File: config.mk
export PLATFORM = sky130hd
export DESIGN_NAME = legacy_binary_command_parser
export DESIGN_NICKNAME = d
export VERILOG_FILES = /design/src/common/legacy_cmd_pkg.sv /design/src/design/legacy_binary_command_parser.sv /design/src/design/reply_frame_mem.sv
export SDC_FILE = /design/constraint.sdc
export NUM_CORES = 1
export LEC_CHECK = 0
export BUFFER_PORTS_ARGS = -buffer_cell sky130_fd_sc_hd__buf_2
export CAP_MARGIN = 10
export CORE_ASPECT_RATIO = 0.7
export CORE_MARGIN = 2
export CORE_UTILIZATION = 50
export CTS_BUF_LIST = sky130_fd_sc_hd__clkbuf_16
export CTS_CLUSTER_DIAMETER = 80
export DETAILED_ROUTE_END_ITERATION = 6
export PLACE_DENSITY = 0.73
export SYNTH_ARGS = -nofsm -noshare
export SYNTH_HDL_FRONTEND = slang
export SYNTH_HIERARCHICAL = 1
export SYNTH_SLANG_ARGS = --single-unit
File: constraint.sdc
create_clock -name mclk -period 7.8 [get_ports mclk]
set_input_delay 0 -clock mclk [delete_from_list [all_inputs] [get_ports mclk]]
set_output_delay 0 -clock mclk [all_outputs]
set_load 0.005 [all_outputs]
File: src/common/legacy_cmd_pkg.sv
/*
  Constants, encodings and state types for the legacy binary command parser.
  Assumes a 125 MHz system clock and byte strobes from a serial front end.
*/
package legacy_cmd_pkg;
  localparam int unsigned CLK_PERIOD_NS = 8;
  localparam int unsigned MS_NS         = 1000000;
  localparam int unsigned MS_CYCLES_DEF = MS_NS / CLK_PERIOD_NS;
  localparam int unsigned MS_CNT_W      = 17;

  localparam logic [2:0] IDX_ADDR  = 3'h0;
  localparam logic [2:0] IDX_CMD   = 3'h1;
  localparam logic [2:0] IDX_D1    = 3'h2;
  localparam logic [2:0] IDX_D2    = 3'h3;
  localparam logic [2:0] IDX_B6    = 3'h5;
  localparam logic [2:0] IDX_LAST  = 3'h6;

  localparam logic [7:0] CMD_STATUS = 8'h01;
  localparam logic [7:0] CMD_TXCTL  = 8'h02;
  localparam logic [7:0] CMD_ADDR   = 8'h03;
  localparam logic [7:0] CMD_FREQ   = 8'h04;
  localparam logic [7:0] CMD_THRESH = 8'h05;
  localparam logic [7:0] CMD_BURST  = 8'h06;
  localparam logic [7:0] CMD_DEVID  = 8'h07;
  localparam logic [7:0] CMD_TEMP   = 8'h09;
  localparam logic [7:0] CMD_GAIN   = 8'hff;

  localparam logic [7:0] TXC_OFF      = 8'h00;
  localparam logic [7:0] TXC_ON       = 8'h01;
  localparam logic [7:0] TXC_STORE_OFF = 8'h02;
  localparam logic [7:0] TXC_STORE_ON = 8'h03;
  localparam logic [7:0] SEL_CURRENT  = 8'h00;
  localparam logic [7:0] SEL_MINMAX   = 8'h01;

  localparam logic [7:0] FIELD_MIN    = 8'h01;
  localparam logic [7:0] FIELD_MAX    = 8'h0f;
  localparam logic [7:0] DELAY_KEEP   = 8'haa;
  localparam logic [7:0] DELAY_ZERO   = 8'h00;
  localparam logic [7:0] DELAY_FULL   = 8'hff;
  localparam logic [8:0] DELAY_LONG_MS = 9'h100;

  localparam logic [3:0] RESET_ADDR   = 4'h1;
  localparam logic [7:0] RESET_DELAY  = 8'h01;
  localparam logic [3:0] MAKER_ID     = 4'h5; // arbitrary value

  localparam logic [3:0] TAG_THRESH   = 4'hb;
  localparam logic [3:0] TAG_BURST    = 4'hc;
  localparam logic [3:0] TAG_MINMAX   = 4'hd;
  localparam logic [3:0] ALARM_ON     = 4'h9;
  localparam logic [3:0] ALARM_OFF    = 4'ha;

  typedef enum logic [2:0] {
    S_IDLE, S_BUILD, S_WAIT, S_FETCH, S_LATCH, S_SHOW
  } state_t;

  typedef enum logic [2:0] {
    RK_STATUS, RK_THRESH, RK_BURST, RK_MINMAX, RK_DEVID, RK_TEMP
  } reply_kind_t;
endpackage

File: src/design/legacy_binary_command_parser.sv
/*
  Legacy binary command parser: takes seven-byte frames, applies settings,
  and sends a seven-byte reply after the programmed delay.
  Assumes a serial front end giving byte strobes and taking reply bytes.
*/
`timescale 1ns/100ps
`default_nettype none
module legacy_binary_command_parser #(
  parameter int unsigned MS_CYCLES = legacy_cmd_pkg::MS_CYCLES_DEF
) (
  input  wire logic        mclk,
  input  wire logic        rstn,
  input  wire logic        legacy_protocol_select,
  input  wire logic        rx_valid,
  input  wire logic        rx_sof,
  input  wire logic [7:0]  rx_data,
  input  wire logic        tx_ready,
  input  wire logic [15:0] out_power,
  input  wire logic [15:0] burst_power,
  input  wire logic [15:0] burst_power_min,
  input  wire logic [15:0] burst_power_max,
  input  wire logic [7:0]  temperature,
  input  wire logic        temp_out_of_range,
  input  wire logic        synth_unlocked,
  input  wire logic [3:0]  power_class,
  input  wire logic        summary_alarm,
  input  wire logic [3:0]  sw_version,
  input  wire logic [3:0]  freq_band_id,
  input  wire logic [23:0] serial_bcd,
  input  wire logic        temp_shutdown_on,
  input  wire logic [7:0]  temp_min,
  input  wire logic [7:0]  temp_max,
  input  wire logic [7:0]  temp_write_count,
  output logic             tx_valid,
  output logic [7:0]       tx_data,
  output logic             tx_enable,
  output logic             power_on_state,
  output logic             power_on_store,
  output logic [3:0]       unit_address,
  output logic [7:0]       reply_delay_code,
  output logic [15:0]      carrier_freq,
  output logic [15:0]      power_threshold,
  output logic [3:0]       gain_backoff,
  output logic             gain_adjust,
  output logic             temp_log_cmd,
  output logic [7:0]       temp_log_arg,
  output logic             cmd_error
);
  legacy_cmd_pkg::state_t      state_reg;
  legacy_cmd_pkg::reply_kind_t kind_reg;
  logic [7:0]  fb_reg [7];
  logic [2:0]  idx_reg;
  logic [2:0]  rx_pos;
  logic        rx_take;
  logic [7:0]  sum_reg;
  logic        eval_reg;
  logic        addr_hit;
  logic        sum_ok;
  logic        good;
  logic [2:0]  build_idx_reg;
  logic [7:0]  build_sum_reg;
  logic [7:0]  build_byte;
  logic [2:0]  send_idx_reg;
  logic [7:0]  rd_data;
  logic [8:0]  delay_ms_reg;
  logic [legacy_cmd_pkg::MS_CNT_W-1:0] ms_cnt_reg;
  logic [7:0]  cmd;
  logic [7:0]  d1;
  logic [7:0]  d2;
  logic        d1_in_range;
  logic        d2_in_range;

  assign cmd = fb_reg[legacy_cmd_pkg::IDX_CMD];
  assign d1  = fb_reg[legacy_cmd_pkg::IDX_D1];
  assign d2  = fb_reg[legacy_cmd_pkg::IDX_D2];
  assign d1_in_range = d1 >= legacy_cmd_pkg::FIELD_MIN &&
                       d1 <= legacy_cmd_pkg::FIELD_MAX;
  assign d2_in_range = d2 >= legacy_cmd_pkg::FIELD_MIN &&
                       d2 <= legacy_cmd_pkg::FIELD_MAX;

  // frames are ignored while a reply is pending; no queueing on purpose
  assign rx_take = rx_valid && legacy_protocol_select &&
                   state_reg == legacy_cmd_pkg::S_IDLE;
  assign rx_pos  = rx_sof ? legacy_cmd_pkg::IDX_ADDR : idx_reg;
  assign addr_hit = fb_reg[legacy_cmd_pkg::IDX_ADDR] == {4'h0, unit_address};
  assign sum_ok   = fb_reg[legacy_cmd_pkg::IDX_LAST] == sum_reg;
  assign good     = eval_reg && addr_hit && sum_ok;

  // frame byte slots, start of frame realigns the position
  for (genvar i = 0; i < 7; i++) begin : g_slot
    always_ff @(posedge mclk or negedge rstn) begin
      if (!rstn) begin
        fb_reg[i] <= 8'h00;
      end else if (rx_take && rx_pos == 3'(i)) begin
        fb_reg[i] <= rx_data;
      end
    end
  end

  // byte position, running sum of bytes one to six
  always_ff @(posedge mclk or negedge rstn) begin
    if (!rstn) begin
      idx_reg  <= 3'h0;
      sum_reg  <= 8'h00;
      eval_reg <= 1'b0;
    end else begin
      eval_reg <= rx_take && rx_pos == legacy_cmd_pkg::IDX_LAST;
      if (rx_take) begin
        idx_reg <= (rx_pos == legacy_cmd_pkg::IDX_LAST) ? 3'h0 : rx_pos + 3'h1;
        if (rx_pos == legacy_cmd_pkg::IDX_ADDR) begin
          sum_reg <= rx_data;
        end else if (rx_pos != legacy_cmd_pkg::IDX_LAST) begin
          sum_reg <= sum_reg + rx_data;
        end
      end
    end
  end

  // settings applied from an accepted, checked frame
  always_ff @(posedge mclk or negedge rstn) begin
    if (!rstn) begin
      tx_enable        <= 1'b0;
      power_on_state   <= 1'b0;
      power_on_store   <= 1'b0;
      unit_address     <= legacy_cmd_pkg::RESET_ADDR;
      reply_delay_code <= legacy_cmd_pkg::RESET_DELAY;
      carrier_freq     <= 16'h0000;
      power_threshold  <= 16'h0000;
      gain_backoff     <= 4'h0;
      gain_adjust      <= 1'b0;
      temp_log_cmd     <= 1'b0;
      temp_log_arg     <= 8'h00;
    end else begin
      power_on_store <= 1'b0;
      gain_adjust    <= 1'b0;
      temp_log_cmd   <= 1'b0;
      if (good) begin
        case (cmd)
          legacy_cmd_pkg::CMD_TXCTL: begin
            if (d1 == legacy_cmd_pkg::TXC_OFF) begin
              tx_enable <= 1'b0;
            end else if (d1 == legacy_cmd_pkg::TXC_ON) begin
              tx_enable <= 1'b1;
            end else if (d1 == legacy_cmd_pkg::TXC_STORE_OFF ||
                         d1 == legacy_cmd_pkg::TXC_STORE_ON) begin
              power_on_state <= d1 == legacy_cmd_pkg::TXC_STORE_ON;
              power_on_store <= 1'b1;
            end
          end
          legacy_cmd_pkg::CMD_ADDR: begin
            if (d1_in_range) begin
              unit_address <= d1[3:0];
            end
            if (d2 != legacy_cmd_pkg::DELAY_KEEP) begin
              reply_delay_code <= d2;
            end
          end
          legacy_cmd_pkg::CMD_FREQ: carrier_freq <= {d1, d2};
          legacy_cmd_pkg::CMD_THRESH: power_threshold <= {d1, d2};
          legacy_cmd_pkg::CMD_GAIN: begin
            if (d2_in_range) begin
              gain_backoff <= d2[3:0];
              gain_adjust  <= 1'b1;
            end
          end
          legacy_cmd_pkg::CMD_TEMP: begin
            temp_log_cmd <= 1'b1;
            temp_log_arg <= d1;
          end
          default: ;
        endcase
      end
    end
  end

  // command error flag: set by a bad checksum or an unusable command
  always_ff @(posedge mclk or negedge rstn) begin
    if (!rstn) begin
      cmd_error <= 1'b0;
    end else if (eval_reg && addr_hit) begin
      if (!sum_ok) begin
        cmd_error <= 1'b1;
      end else begin
        case (cmd)
          legacy_cmd_pkg::CMD_STATUS, legacy_cmd_pkg::CMD_ADDR,
          legacy_cmd_pkg::CMD_FREQ, legacy_cmd_pkg::CMD_THRESH,
          legacy_cmd_pkg::CMD_TEMP: cmd_error <= 1'b0;
          legacy_cmd_pkg::CMD_TXCTL:
            cmd_error <= d1 > legacy_cmd_pkg::TXC_STORE_ON;
          legacy_cmd_pkg::CMD_BURST:
            cmd_error <= d1 > legacy_cmd_pkg::SEL_MINMAX;
          legacy_cmd_pkg::CMD_DEVID:
            cmd_error <= d1 != legacy_cmd_pkg::SEL_CURRENT;
          legacy_cmd_pkg::CMD_GAIN: cmd_error <= !d2_in_range;
          default: cmd_error <= 1'b1;
        endcase
      end
    end
  end

  // reply format picked from the command
  always_ff @(posedge mclk or negedge rstn) begin
    if (!rstn) begin
      kind_reg <= legacy_cmd_pkg::RK_STATUS;
    end else if (eval_reg) begin
      kind_reg <= legacy_cmd_pkg::RK_STATUS;
      if (sum_ok) begin
        case (cmd)
          legacy_cmd_pkg::CMD_THRESH: kind_reg <= legacy_cmd_pkg::RK_THRESH;
          legacy_cmd_pkg::CMD_BURST: begin
            if (d1 == legacy_cmd_pkg::SEL_CURRENT) begin
              kind_reg <= legacy_cmd_pkg::RK_BURST;
            end else if (d1 == legacy_cmd_pkg::SEL_MINMAX) begin
              kind_reg <= legacy_cmd_pkg::RK_MINMAX;
            end
          end
          legacy_cmd_pkg::CMD_DEVID: begin
            if (d1 == legacy_cmd_pkg::SEL_CURRENT) begin
              kind_reg <= legacy_cmd_pkg::RK_DEVID;
            end
          end
          legacy_cmd_pkg::CMD_TEMP: kind_reg <= legacy_cmd_pkg::RK_TEMP;
          default: kind_reg <= legacy_cmd_pkg::RK_STATUS;
        endcase
      end
    end
  end

  // reply byte under construction, checksum last
  always_comb begin
    build_byte = 8'h00;
    if (build_idx_reg == legacy_cmd_pkg::IDX_ADDR) begin
      build_byte = {unit_address, 4'h0};
    end else if (build_idx_reg == legacy_cmd_pkg::IDX_LAST) begin
      build_byte = build_sum_reg;
    end else begin
      case (kind_reg)
        legacy_cmd_pkg::RK_THRESH, legacy_cmd_pkg::RK_BURST: begin
          case (build_idx_reg)
            3'h1: build_byte = burst_power[15:8];
            3'h2: build_byte = burst_power[7:0];
            3'h3: build_byte = power_threshold[15:8];
            3'h4: build_byte = power_threshold[7:0];
            default: build_byte = {4'h0,
              (kind_reg == legacy_cmd_pkg::RK_THRESH) ?
              legacy_cmd_pkg::TAG_THRESH : legacy_cmd_pkg::TAG_BURST};
          endcase
        end
        legacy_cmd_pkg::RK_MINMAX: begin
          case (build_idx_reg)
            3'h1: build_byte = burst_power_max[15:8];
            3'h2: build_byte = burst_power_max[7:0];
            3'h3: build_byte = burst_power_min[15:8];
            3'h4: build_byte = burst_power_min[7:0];
            default: build_byte = {4'h0, legacy_cmd_pkg::TAG_MINMAX};
          endcase
        end
        legacy_cmd_pkg::RK_DEVID: begin
          case (build_idx_reg)
            3'h1: build_byte = {freq_band_id, legacy_cmd_pkg::MAKER_ID};
            3'h2: build_byte = serial_bcd[23:16];
            3'h3: build_byte = serial_bcd[15:8];
            3'h4: build_byte = serial_bcd[7:0];
            default: build_byte = {4'h0, legacy_cmd_pkg::TAG_MINMAX};
          endcase
        end
        legacy_cmd_pkg::RK_TEMP: begin
          case (build_idx_reg)
            3'h1: build_byte = {7'h00, temp_shutdown_on};
            3'h2: build_byte = temp_min;
            3'h3: build_byte = temp_max;
            3'h4: build_byte = temp_write_count;
            default: build_byte = 8'h00;
          endcase
        end
        default: begin
          case (build_idx_reg)
            3'h1: build_byte = out_power[15:8];
            3'h2: build_byte = out_power[7:0];
            3'h3: build_byte = temperature;
            3'h4: build_byte = {power_class, tx_enable, cmd_error,
                                synth_unlocked, temp_out_of_range};
            default: build_byte = {sw_version, summary_alarm ?
              legacy_cmd_pkg::ALARM_ON : legacy_cmd_pkg::ALARM_OFF};
          endcase
        end
      endcase
    end
  end

  reply_frame_mem u_mem (
    .mclk    (mclk),
    .wr_en   (state_reg == legacy_cmd_pkg::S_BUILD),
    .wr_addr (build_idx_reg),
    .wr_data (build_byte),
    .rd_addr (send_idx_reg),
    .rd_data (rd_data)
  );

  // reply delay, runs in parallel with the frame build
  always_ff @(posedge mclk or negedge rstn) begin
    if (!rstn) begin
      delay_ms_reg <= 9'h000;
      ms_cnt_reg   <= '0;
    end else if (good || (eval_reg && addr_hit)) begin
      ms_cnt_reg <= '0;
      if (reply_delay_code == legacy_cmd_pkg::DELAY_ZERO ||
          reply_delay_code == legacy_cmd_pkg::DELAY_FULL) begin
        delay_ms_reg <= legacy_cmd_pkg::DELAY_LONG_MS;
      end else begin
        delay_ms_reg <= {1'b0, reply_delay_code};
      end
    end else if (delay_ms_reg != 9'h000) begin
      if (ms_cnt_reg == legacy_cmd_pkg::MS_CNT_W'(MS_CYCLES - 1)) begin
        ms_cnt_reg   <= '0;
        delay_ms_reg <= delay_ms_reg - 9'h001;
      end else begin
        ms_cnt_reg <= ms_cnt_reg + 1'b1;
      end
    end
  end

  // sequencing: build, wait, then hand bytes out one by one
  always_ff @(posedge mclk or negedge rstn) begin
    if (!rstn) begin
      state_reg     <= legacy_cmd_pkg::S_IDLE;
      build_idx_reg <= 3'h0;
      build_sum_reg <= 8'h00;
      send_idx_reg  <= 3'h0;
      tx_valid      <= 1'b0;
      tx_data       <= 8'h00;
    end else begin
      case (state_reg)
        legacy_cmd_pkg::S_IDLE: begin
          build_idx_reg <= 3'h0;
          build_sum_reg <= 8'h00;
          if (eval_reg && addr_hit) begin
            state_reg <= legacy_cmd_pkg::S_BUILD;
          end
        end
        legacy_cmd_pkg::S_BUILD: begin
          build_sum_reg <= build_sum_reg + build_byte;
          build_idx_reg <= build_idx_reg + 3'h1;
          if (build_idx_reg == legacy_cmd_pkg::IDX_LAST) begin
            state_reg <= legacy_cmd_pkg::S_WAIT;
          end
        end
        legacy_cmd_pkg::S_WAIT: begin
          send_idx_reg <= 3'h0;
          if (delay_ms_reg == 9'h000) begin
            state_reg <= legacy_cmd_pkg::S_FETCH;
          end
        end
        legacy_cmd_pkg::S_FETCH: state_reg <= legacy_cmd_pkg::S_LATCH;
        legacy_cmd_pkg::S_LATCH: begin
          tx_data   <= rd_data;
          tx_valid  <= 1'b1;
          state_reg <= legacy_cmd_pkg::S_SHOW;
        end
        legacy_cmd_pkg::S_SHOW: begin
          if (tx_ready) begin
            tx_valid     <= 1'b0;
            send_idx_reg <= send_idx_reg + 3'h1;
            state_reg    <= (send_idx_reg == legacy_cmd_pkg::IDX_LAST) ?
                            legacy_cmd_pkg::S_IDLE : legacy_cmd_pkg::S_FETCH;
          end
        end
        default: state_reg <= legacy_cmd_pkg::S_IDLE;
      endcase
    end
  end
endmodule
`default_nettype wire

File: src/design/reply_frame_mem.sv
/*
  Eight-entry byte store holding one reply frame.
  Assumes one writer and one reader in the same clock domain.
*/
`timescale 1ns/100ps
`default_nettype none
module reply_frame_mem (
  input  wire logic       mclk,
  input  wire logic       wr_en,
  input  wire logic [2:0] wr_addr,
  input  wire logic [7:0] wr_data,
  input  wire logic [2:0] rd_addr,
  output logic      [7:0] rd_data
);
  logic [7:0] mem_reg [8];

  // plain storage, no reset needed: always written before being read
  always_ff @(posedge mclk) begin
    if (wr_en) begin
      mem_reg[wr_addr] <= wr_data;
    end
  end

  // registered read, one cycle latency
  always_ff @(posedge mclk) begin
    rd_data <= mem_reg[rd_addr];
  end
endmodule
`default_nettype wire

==> impl_table.tex <==
\begin{tabular}{lr}
\hline
Metric & Value \\
\hline
\multicolumn{2}{l}{\textbf{Run status}} \\
Run status & complete, no violations \\
\multicolumn{2}{l}{\textbf{CTS}} \\
Clock buffer depth & 3 \\
Clock latency of the later-clocked register in the worst-skew pair & $\sim$510 ps \\
Cts bufs inserted & 24 \\
Clock root buffer & sky130\_fd\_sc\_hd\_\_clkbuf\_16 \\
Total of cells resized after clock tree synthesis & 0 \\
Total number of H-tree levels & 1 \\
TritonCTS clock tree & yes \\
Clock-pin slew on the worst setup and hold paths & 60 ps \\
Sink count of the clock tree & 241 \\
\multicolumn{2}{l}{\textbf{Floorplanning}} \\
Number of ports placed on the die boundary & $\sim$220 \\
Site Rows & 47 \\
Effective utilization at floorplan & 51.2\% \\
Floorplan die width & 191 µm \\
Vertical die dimension & approximately 130 µm \\
Area of the core & 0.0238 mm² \\
Full die area & 0.0257 mm² \\
\multicolumn{2}{l}{\textbf{Critical path}} \\
Worst reg-to-reg setup slack & 2890 ps \\
Slowest cell on the critical path & sky130\_fd\_sc\_hd\_\_ha\_1 \\
Signal arrival time at the worst endpoint & 5360 ps \\
Cells along the critical path & inv\_1 -> ha\_1 -> nor3\_1 -> mux2i\_1 -> mux2i\_1 -> nor2\_1 -> a31oi\_1 -> a221oi\_1 -> o31ai\_1 -> ha\_1 -> a21o\_1 -> a21oi\_1 -> o21ai\_0 -> o41a\_1 -> nor4\_1 -> mux2i\_1 -> nand4\_1 \\
Critical path data required time & between 8000 and 9000 ps \\
Start of the worst register-to-register path & build\_idx\_reg[0] \\
Critical path's largest stage delay & approximately 650 ps \\
Length in cells of the worst reg-to-reg path & 17 \\
WS Path Type & register to register \\
Critical Path Most Common Cell & sky130\_fd\_sc\_hd\_\_mux2i\_1 \\
CP startpoint kind & register \\
Reg2Reg Capture Point & build\_sum\_reg[7] \\
Critical path fanouts, max & 21 \\
Critical path endpoint category & register \\
\multicolumn{2}{l}{\textbf{Routing}} \\
Antenna-violating nets left & 0 \\
Vias per Instance & 6.03 \\
Drt drc & 0 \\
Count of routing violations after the opening detailed-route iteration & 959 \\
Average wire per standard cell & between 20 and 25 µm \\
DR vias & between 9,000 and 10,000 \\
Post-detailed-routing wire length & 35.7 mm \\
Number of detailed-route iterations in the first pass & 6 \\
\multicolumn{2}{l}{\textbf{GRT}} \\
Pin count of the biggest net entering global routing & 90 \\
Number of antenna violations at the first check in global routing & 1 \\
Total congestion overflow after global routing & 0 \\
First-pass GRT wire length & 55.4 mm \\
Total Routing Usage GR & 28.1\% \\
Vias in the first global route & 9,316 \\
\multicolumn{2}{l}{\textbf{Timing}} \\
Time the final worst path needs with I/O delays and setup & slightly below 5000 ps \\
Final setup TNS & 0 ps \\
Number of endpoints failing setup at the final stage & 0 \\
Number of max-slew violations in the final report & 0 \\
Post-Route Skew & 11.7 ps \\
Part of the cycle the worst path needs & 63.0\% \\
Unrepaired setup endpoints after global routing & false \\
Slew at the pin closest to its max-slew limit & 1010 ps \\
Max Clk Rate & about 200 MHz \\
Hold Slack & roughly 120 ps \\
Number of endpoints with negative hold slack in the final report & 0 \\
Relative slew margins & $\sim$32\% \\
\multicolumn{2}{l}{\textbf{Logic synthesis}} \\
Total standard cell area after synthesis & about 0.012 mm² \\
Top cell type's share of synthesized area & 34.3\% \\
Total nets after synthesis & 1,253 \\
Number of synthesized flops with an enable pin & 64 \\
Register bit count reported by yosys & 241 \\
Seq/Total Area, Yosys & roughly half \\
Dominant cell by count in the synthesized netlist & sky130\_fd\_sc\_hd\_\_dfrtp\_1 \\
Leading cell types by total area after synthesis & sky130\_fd\_sc\_hd\_\_dfrtp\_1 (34\%), sky130\_fd\_sc\_hd\_\_edfxtp\_1 (16\%), sky130\_fd\_sc\_hd\_\_mux2\_2 (9.0\%), sky130\_fd\_sc\_hd\_\_nand2\_1 (3.5\%), sky130\_fd\_sc\_hd\_\_mux4\_1 (3.2\%) \\
Yosys Warn Count & 6 \\
Number of different library cells in the post-synthesis netlist & 77 \\
Top FF cell, synth & sky130\_fd\_sc\_hd\_\_dfrtp\_1 \\
Synth top cells by count & sky130\_fd\_sc\_hd\_\_dfrtp\_1 (167), sky130\_fd\_sc\_hd\_\_nand2\_1 (114), sky130\_fd\_sc\_hd\_\_mux2\_2 (98) \\
Post-synthesis instance total & 1,077 \\
Library cell with the largest summed area after synthesis & sky130\_fd\_sc\_hd\_\_dfrtp\_1 \\
Share of async-settable or async-resettable flops after synthesis & 70.1\% \\
Average instance area after synthesis & 11.3 µm² \\
\multicolumn{2}{l}{\textbf{Pwr}} \\
PD cells & around 210 mW/mm² \\
Total power of the final layout & 3100 µW \\
Leakage power & 0.00662 µW \\
Peak supply drop & 0.154 mV \\
\multicolumn{2}{l}{\textbf{Final layout}} \\
Sequential cell area & 0.00631 mm² \\
Count of nets after finishing & 1,470 \\
Max reg flops & 64 \\
Combined area of the multi-input logic cells & $\sim$0.0056 mm² \\
Fillers & 1,956 \\
Layout Utilization & 60.9\% \\
Area growth, synth to finish & 18.8\% \\
Share of final-layout standard cells stronger than drive strength 1 & 30.0\% \\
\multicolumn{2}{l}{\textbf{Job}} \\
Max-cap violations & 0 \\
\multicolumn{2}{l}{\textbf{Min path}} \\
Path type of the worst min-delay path & primary input to async pin \\
\multicolumn{2}{l}{\textbf{Place}} \\
Placer congestion estimate & around 0.92 \\
Detail Placement HPWL & 26.2 mm \\
Count of input and output buffers & 220 \\
\hline
\end{tabular}
[final cells by class]
type | instances | area share [%]
Clock inverter | 19 | 1.19
Inverter | 22 | 0.570
Tap cell | 318 | 2.75
Sequential cell | 241 | 43.6
Multi-Input combinational cell | 758 | 38.3
Antenna cell | 1 | 0.0173
Clock buffer | 25 | 4.32
Timing Repair Buffer | 247 | 9.25
[per-layer routing]
| metal | share of wire (%) | GRT usage, % |
|---|---|---|
| met4 | 2.2 | 6.12 |
| met5 | 0 | 0 |
| met1 | 46 | 42.7 |
| met2 | 45 | 42.8 |
| met3 | 6.9 | 4.21 |
[per-stage QoR]
step           setup slack (ps)  area [µm²]  instances
2_1_floorplan              3560       12200       1077
3_3_place_gp               2770       13600       1572
3_5_place_dp               2440       13600       1572
4_1_cts                    2380       14500       1629
5_1_grt                    2440       14500       1631
6_report                   2890       14500       1631
[cells in the final DEF, fill, tap and decap left out, drive strengths merged, types with 12 or more instances in the layout]
cell type,count
edfxtp,64
inv,25
a222oi,15
a21oi,43
nor3,26
nor4,15
ha,24
clkinv,12
a22o,14
nor2,72
mux2,98
dlygate4sd3,13
mux4,16
nand2,114
buf,233
dfrtp,167
nand2b,17
a31oi,16
a22oi,46
clkbuf,26
o21ai,66
xnor2,23
[report_power, final]
group          internal [µW]  switching [µW]  total [µW]
clock                    683             483        1170
sequential              1390             174        1570
combinational            185             188         373
total                   2260             845        3100
[worst max path at each step]
stage / depth (start not counted) / startpoint / slack, ps / to
after floorplan: 18 / build_idx_reg[0] / 3560 / build_sum_reg[7]
after global placement: 17 / build_idx_reg[0] / 2770 / build_sum_reg[7]
after detailed placement: 17 / build_idx_reg[0] / 2440 / build_sum_reg[7]
after CTS: 17 / build_idx_reg[0] / 2380 / build_sum_reg[7]
after global routing: 17 / build_idx_reg[0] / 2440 / build_sum_reg[7]
final: 17 / build_idx_reg[0] / 2890 / build_sum_reg[7]
[repair_timing]
item | in CTS | in global routing
hold endpoints to repair | 142 | 0
setup buffers | 0 | 0
hold buffers | 13 | 0
[kinds of logic after synthesis]
group                    synth area share (%)
flip-flops                               51.8
AND/OR/NAND/NOR                          13.6
XOR/XNOR                                 2.23
buffers and inverters                    2.72
multiplexers                             12.9
adder cells (fa/ha/maj)                  2.79
AO/OA/AOI/OAI                            14.0
[worst max-delay path: cells and delay by family, from the launching register on]
kind            cells  cell delay [ps]
flops               1              470
simple gates        4              540
buf+inv             1              140
compound gates      7             1770
fa+ha+maj           2             1000
mux                 3              930
(Power assumes the default switching activity.)
